File: config.mk
export PLATFORM = sky130hd
export DESIGN_NAME = dfr_exec
export DESIGN_NICKNAME = d
export VERILOG_FILES = /design/src/dfr_pkg.sv /design/src/dfr_exec.sv
export SDC_FILE = /design/constraint.sdc
export NUM_CORES = 1
export LEC_CHECK = 0
export BUFFER_PORTS_ARGS = -buffer_cell sky130_fd_sc_hd__buf_2
export CORE_ASPECT_RATIO = 0.6
export CORE_UTILIZATION = 45
export DETAILED_ROUTE_END_ITERATION = 8
export PLACE_DENSITY = 0.72
export SYNTH_ARGS = -nofsm -noshare
export SYNTH_HDL_FRONTEND = slang
export SYNTH_SLANG_ARGS = --single-unit
File: constraint.sdc
create_clock -name core_clk -period 2.4 [get_ports core_clk]
set_input_delay 0.12 -clock core_clk [delete_from_list [all_inputs] [get_ports core_clk]]
set_output_delay 0.12 -clock core_clk [all_outputs]
set_load 0.1 [all_outputs]
File: src/dfr_pkg.sv
package dfr_pkg;

  // ----------------------------------------------------------------
  // Instruction word layout
  // ----------------------------------------------------------------
  localparam int unsigned WORD_W     = 14;
  localparam int unsigned DATA_W     = 8;
  localparam int unsigned ADDR_W     = 7;
  localparam int unsigned OPC_HI     = 13;
  localparam int unsigned OPC_LO     = 8;
  localparam int unsigned DEST_BIT   = 7;
  localparam int unsigned ADDR_HI    = 6;
  localparam int unsigned ADDR_LO    = 0;
  localparam logic [5:0]  OPC_DECR   = 6'h03;
  localparam logic        DEST_ACCUM = 1'b0;
  localparam logic [7:0]  ONE        = 8'h01;
  localparam logic [7:0]  ZERO       = 8'h00;
  localparam logic [7:0]  ACC_RST    = 8'h00;

  // ----------------------------------------------------------------
  // Phase sequencer, one-hot
  // ----------------------------------------------------------------
  typedef enum logic [3:0] {
    PH_Q1 = 4'h1,
    PH_Q2 = 4'h2,
    PH_Q3 = 4'h4,
    PH_Q4 = 4'h8
  } dfr_phase_e;

  // Register-file write port
  typedef struct packed {
    logic              en;
    logic [ADDR_W-1:0] addr;
    logic [DATA_W-1:0] data;
  } dfr_wr_s;

  // Status update
  typedef struct packed {
    logic we;
    logic zero;
  } dfr_stat_s;

endpackage

File: src/dfr_exec.sv
`timescale 1ns/1ps
`default_nettype none

module dfr_exec
  import dfr_pkg::*;
(
  input  wire logic              core_clk,
  input  wire logic              reset_n,
  input  wire logic [WORD_W-1:0] instr_word,
  output logic [ADDR_W-1:0]      rf_rd_addr,
  input  wire logic [DATA_W-1:0] rf_rd_data,
  output dfr_wr_s                rf_wr,
  output logic [DATA_W-1:0]      accum,
  output dfr_stat_s              status_upd,
  output dfr_phase_e             phase,
  output logic                   executing
);

  // ----------------------------------------------------------------
  // Phase sequencer
  // ----------------------------------------------------------------
  // Free-running Q1..Q4 ring: every instruction owns exactly one lap,
  // so the decrement never stretches or stalls the instruction cycle
  dfr_phase_e phase_r;
  dfr_phase_e phase_nxt;

  always_comb begin
    case (phase_r)
      PH_Q1:   phase_nxt = PH_Q2;
      PH_Q2:   phase_nxt = PH_Q3;
      PH_Q3:   phase_nxt = PH_Q4;
      PH_Q4:   phase_nxt = PH_Q1;
      // An illegal code falls back to Q1 rather than locking up
      default: phase_nxt = PH_Q1;
    endcase
  end

  always_ff @(posedge core_clk or negedge reset_n) begin
    if (!reset_n) begin
      phase_r <= PH_Q1;
    end else begin
      phase_r <= phase_nxt;
    end
  end

  // ----------------------------------------------------------------
  // Phase strobes
  // ----------------------------------------------------------------
  wire logic q1 = (phase_r == PH_Q1);
  wire logic q2 = (phase_r == PH_Q2);
  wire logic q3 = (phase_r == PH_Q3);
  wire logic q4 = (phase_r == PH_Q4);

  // ----------------------------------------------------------------
  // Decode (Q1)
  // ----------------------------------------------------------------
  wire logic [OPC_HI-OPC_LO:0] opc_field  = instr_word[OPC_HI:OPC_LO];
  wire logic                   dest_field = instr_word[DEST_BIT];
  wire logic [ADDR_W-1:0]      addr_field = instr_word[ADDR_HI:ADDR_LO];
  wire logic                   is_decr    = (opc_field == OPC_DECR);

  // Fields are held for the whole lap: the read address must stay put
  // through Q2 and the write address must still be valid at Q4
  logic              act_r;
  logic              act_nxt;
  logic              dest_r;
  logic              dest_nxt;
  logic [ADDR_W-1:0] addr_r;
  logic [ADDR_W-1:0] addr_nxt;

  always_comb begin
    act_nxt  = act_r;
    dest_nxt = dest_r;
    addr_nxt = addr_r;
    if (q1) begin
      act_nxt  = is_decr;
      dest_nxt = dest_field;
      addr_nxt = addr_field;
    end
  end

  always_ff @(posedge core_clk or negedge reset_n) begin
    if (!reset_n) begin
      act_r  <= 1'b0;
      dest_r <= DEST_ACCUM;
      addr_r <= '0;
    end else begin
      act_r  <= act_nxt;
      dest_r <= dest_nxt;
      addr_r <= addr_nxt;
    end
  end

  // ----------------------------------------------------------------
  // Read (Q2)
  // ----------------------------------------------------------------
  // The register file answers combinationally; the operand is caught
  // at the edge that ends Q2, so a later write cannot disturb it
  logic [DATA_W-1:0] opnd_r;
  logic [DATA_W-1:0] opnd_nxt;

  wire logic opnd_ld = q2 && act_r;

  always_comb begin
    opnd_nxt = opnd_r;
    if (opnd_ld) begin
      opnd_nxt = rf_rd_data;
    end
  end

  always_ff @(posedge core_clk or negedge reset_n) begin
    if (!reset_n) begin
      opnd_r <= ZERO;
    end else begin
      opnd_r <= opnd_nxt;
    end
  end

  // ----------------------------------------------------------------
  // Process (Q3)
  // ----------------------------------------------------------------
  logic [DATA_W-1:0] res_r;
  logic [DATA_W-1:0] res_nxt;

  // 8-bit modulo difference: 0x00 wraps to 0xFF, which is non-zero
  wire logic [DATA_W-1:0] diff     = opnd_r - ONE;
  wire logic              res_ld   = q3 && act_r;
  wire logic              res_zero = (res_r == ZERO);

  always_comb begin
    res_nxt = res_r;
    if (res_ld) begin
      res_nxt = diff;
    end
  end

  always_ff @(posedge core_clk or negedge reset_n) begin
    if (!reset_n) begin
      res_r <= ZERO;
    end else begin
      res_r <= res_nxt;
    end
  end

  // ----------------------------------------------------------------
  // Write destination (Q4)
  // ----------------------------------------------------------------
  wire logic wr_go   = q4 && act_r;
  wire logic to_file = (dest_r != DEST_ACCUM);
  wire logic file_wr = wr_go && to_file;
  wire logic acc_wr  = wr_go && !to_file;

  logic [DATA_W-1:0] acc_r;
  logic [DATA_W-1:0] acc_nxt;
  dfr_wr_s           wr_r;
  dfr_wr_s           wr_nxt;
  dfr_stat_s         stat_r;
  dfr_stat_s         stat_nxt;

  // The accumulator keeps its value on every other lap, so a result
  // written back to the file leaves it untouched
  always_comb begin
    acc_nxt = acc_r;
    if (acc_wr) begin
      acc_nxt = res_r;
    end
  end

  // Address and data ride along every cycle; only en qualifies them,
  // which keeps the port free of extra hold logic
  always_comb begin
    wr_nxt      = '0;
    wr_nxt.en   = file_wr;
    wr_nxt.addr = addr_r;
    wr_nxt.data = res_r;
  end

  // Only the zero flag is offered to the status register; the other
  // status bits have no path from this block at all
  always_comb begin
    stat_nxt      = '0;
    stat_nxt.we   = wr_go;
    stat_nxt.zero = res_zero;
  end

  always_ff @(posedge core_clk or negedge reset_n) begin
    if (!reset_n) begin
      acc_r <= ACC_RST;
    end else begin
      acc_r <= acc_nxt;
    end
  end

  always_ff @(posedge core_clk or negedge reset_n) begin
    if (!reset_n) begin
      wr_r   <= '0;
      stat_r <= '0;
    end else begin
      wr_r   <= wr_nxt;
      stat_r <= stat_nxt;
    end
  end

  // ----------------------------------------------------------------
  // Outputs
  // ----------------------------------------------------------------
  // Every output comes straight from a flip-flop, so the neighbours
  // see no decode glitches within a phase
  assign rf_rd_addr = addr_r;
  assign rf_wr      = wr_r;
  assign accum      = acc_r;
  assign status_upd = stat_r;
  assign phase      = phase_r;
  assign executing  = act_r;

endmodule

`default_nettype wire

==> flow_metrics.tcl <==
set metrics [dict create \
    status "finished clean" \
    area_growth_pct 25.2 \
    fin_crit_ns 2.00 \
    netlist_top_cells_count "dfrtp_1 (54), mux2_2 (24), o21ai_0 (10)" \
    crit_start "phase[1]$_DFF_PN0_" \
    start_kind "flip-flop" \
    cts_setup_buffers 0 \
    drt_iter0_markers 31 \
    r2r_end "accum[7]$_DFFE_PN0P_" \
    p_leak_nw 1.24 \
    drc 0 \
    antenna_cells 0 \
    r2r_cells 3 \
    die_area_mm2 0.00474 \
    synthArstFlopShare 1.00 \
    dpl.hpwl_um 2870 \
    grt_overflow 0 \
    via_per_inst 4.98 \
    period_share 0.834 \
    rows 18 \
    clkTransAtPathRegs_ns 0.09 \
    hold_viol_final 0 \
    rrSetupSlack_ns 0.40 \
    synth_fp_nets 161 \
    clockBufferDepth 2 \
    ys_top_cells_by_area "dfrtp_1 (67%), mux2_2 (13%), o21ai_0 (2.5%), dfstp_2 (1.3%), a31oi_1 (1.2%)" \
    cpPeakStageDelay_ns 0.54 \
    drv_cap 0 \
    path_max_fanout 8 \
    cp_slowest_cell "nor4b_4" \
    synth.avg_cell_area_um2 14.8 \
    end_kind "flip-flop" \
    yosys.cell_types.count 27 \
    synth_edf_count 0 \
    grt_pass1_vias 1244 \
    synth_cells 136 \
    syn_area_mm2 0.00201 \
    yosysMostFrequentCell "dfrtp_1" \
    path_cells "or3b_1 > nor4b_4 > mux2_2" \
    max_slew_margin 0.423 \
    critPathArrivalTime_ns 2.19 \
    finalSetupViolCount 0 \
    antenna_found_initial 0 \
    placed_cells 257 \
    ant_nets 0 \
    peakVddDrop_uv 344 \
    min_from "instr_word[3]" \
    rsz0062_at_grt "false" \
    r2r_start "phase[1]$_DFF_PN0_" \
    synth_top_area_frac 0.673 \
    numPortBuffers 61 \
    synthFlopType "dfrtp_1" \
    layout-drive-gt1-share 0.485 \
    layout.cells.non_filler 266 \
    fin_skew_ns 0.00558 \
    fmax_mhz 499 \
    die_h_um 53.7 \
    grt_pass1_wl_um 6080 \
    crit_required_ns 2.59 \
    numCtsBuffers 5 \
    clk_latency_ns 0.30 \
    ys_ff_latch 55 \
    synth_top_area_cell "dfrtp_1" \
    vias 1325 \
    clock-sinks 55 \
    tightest_slew_ns 0.866 \
    place_area_mm2 0.00240 \
    grt_max_degree 42 \
    drv_slew 0 \
    initial_core_util 0.479 \
    die_w_um 88.2 \
    ctsHtreeMaxLevel 2 \
    worstHoldPathType "in2reg" \
    finalInstanceArea_mm2 0.00251 \
    drt_pass1_iterations 4 \
    core_mm2 0.00419 \
    wl_per_cell_um 14.1 \
    io_pins 62 \
    gp_congestion 0.845 \
    root_buffer "clkbuf_8" \
    seq_area_frac_synth 0.686 \
    drt-total-wl_um 3750 \
    post_cts_resized 0 \
    cp-endpoint "accum[7]$_DFFE_PN0P_" \
    final_nets 230 \
    tns_ns 0 \
    pwr_density_cell_mw_per_mm2 766 \
    grt_use_total 0.179 \
    yosys_warnings 0 \
    worstSetupPathType "reg2reg" \
    tritoncts "built" \
]
[routing by layer]
| layer | part of all wire | global-route usage | up-vias |
|---|---|---|---|
| li1 | - | - | 634 |
| met1 | 0.47 | 0.239 | 643 |
| met2 | 0.46 | 0.277 | 43 |
| met3 | 0.052 | 0.0445 | 5 |
| met4 | 0.015 | 0.0914 | 0 |
| met5 | 0 | 0 | - |
[what timing repair did]
item / CTS / global route
hold buffers: 1 / 0
hold endpoints to repair: 39 / 0
setup endpoints to repair: 0 / 0
[layout make-up]
cell class                 count  area, um^2
clock inverter                 1        7.51
clock buffer                   7        96.3
tap                           60        75.1
timing repair buffer          64         330
fill                         364        1670
inverter                       4        15.0
multi-input combinational     75         612
sequential                    55        1380
[worst max-delay path: cells and delay by family (launching register included)]
kind             cells  cell delay (ns)
and+or+nand+nor      2             1.06
DFF                  1             0.44
muxes                1             0.40
[stage by stage]
stage	power, W	hold slack [ns]	utilization	setup WS, ns
6_report	0.00193	0.0433	0.600	0.398
5_1_grt	0.00202	0.0283	0.600	0.248
4_1_cts	0.00195	0.0323	0.600	0.359
3_5_place_dp	0.00141	0.282	0.573	0.387
3_3_place_gp	0.00140	0.260	0.573	0.468
2_1_floorplan	0.00131	-0.176	-	0.0895
[kinds of logic (layout without fill, tap and decap cells)]
kind of cell	after synthesis	in the layout	synth area share
simple gates	27	27	0.0928
buf+inv	6	76	0.0125
xor+xnor	2	2	0.00872
mux	24	24	0.135
fa+ha+maj	1	1	0.00623
compound gates	21	21	0.0592
flops	55	55	0.686
[cell usage in the layout, fill, tap and decap left out, drive strengths merged]
| master | count |
|---|---|
| mux2 | 24 |
| dfstp | 1 |
| ha | 1 |
| nor4b | 3 |
| or3b | 1 |
| nand3b | 1 |
| or4 | 3 |
| dfrtp | 54 |
| or2 | 1 |
| a31oi | 4 |
| nand2 | 3 |
| inv | 4 |
| dlygate4sd3 | 1 |
| nor2 | 2 |
| clkinvlp | 1 |
| nor4 | 2 |
| o41ai | 1 |
| clkbuf | 7 |
| nand2b | 2 |
| xnor2 | 2 |
| o21ai | 10 |
| nor2b | 1 |
| buf | 63 |
| nor3 | 3 |
| nand4 | 1 |
| and2 | 1 |
| o31ai | 2 |
| nor3b | 3 |
| a21oi | 4 |
[sequential cells by signal, summed over array words and instances, names as in the netlist, 2 cells and up]
signal,flops
accum,8
opnd_r,8
phase,4
res_r,8
rf_rd_addr,7
rf_wr,16
status_upd,2
[how the worst min path moves through the flow]
stage / end / slack [ns] / cells after the start
floorplan: accum[0]$_DFFE_PN0P_ / -0.18 / 0
global placement: rf_wr[11]$_DFF_PN0_ / 0.26 / 1
detailed placement: rf_rd_addr[3]$_DFFE_PN0P_ / 0.28 / 1
CTS: rf_rd_addr[3]$_DFFE_PN0P_ / 0.03 / 2
global route: rf_rd_addr[3]$_DFFE_PN0P_ / 0.03 / 2
finish: rf_rd_addr[3]$_DFFE_PN0P_ / 0.04 / 2
[power by group]
part | total (W) | switching, W | leakage (nW) | internal, W
clock network | 0.000537 | 0.000275 | 0.0505 | 0.000263
registers | 0.00103 | 0.0000445 | 0.700 | 0.000982
logic | 0.000362 | 0.000288 | 0.485 | 0.0000748
No activity file was read; power rests on OpenSTA's default activity.
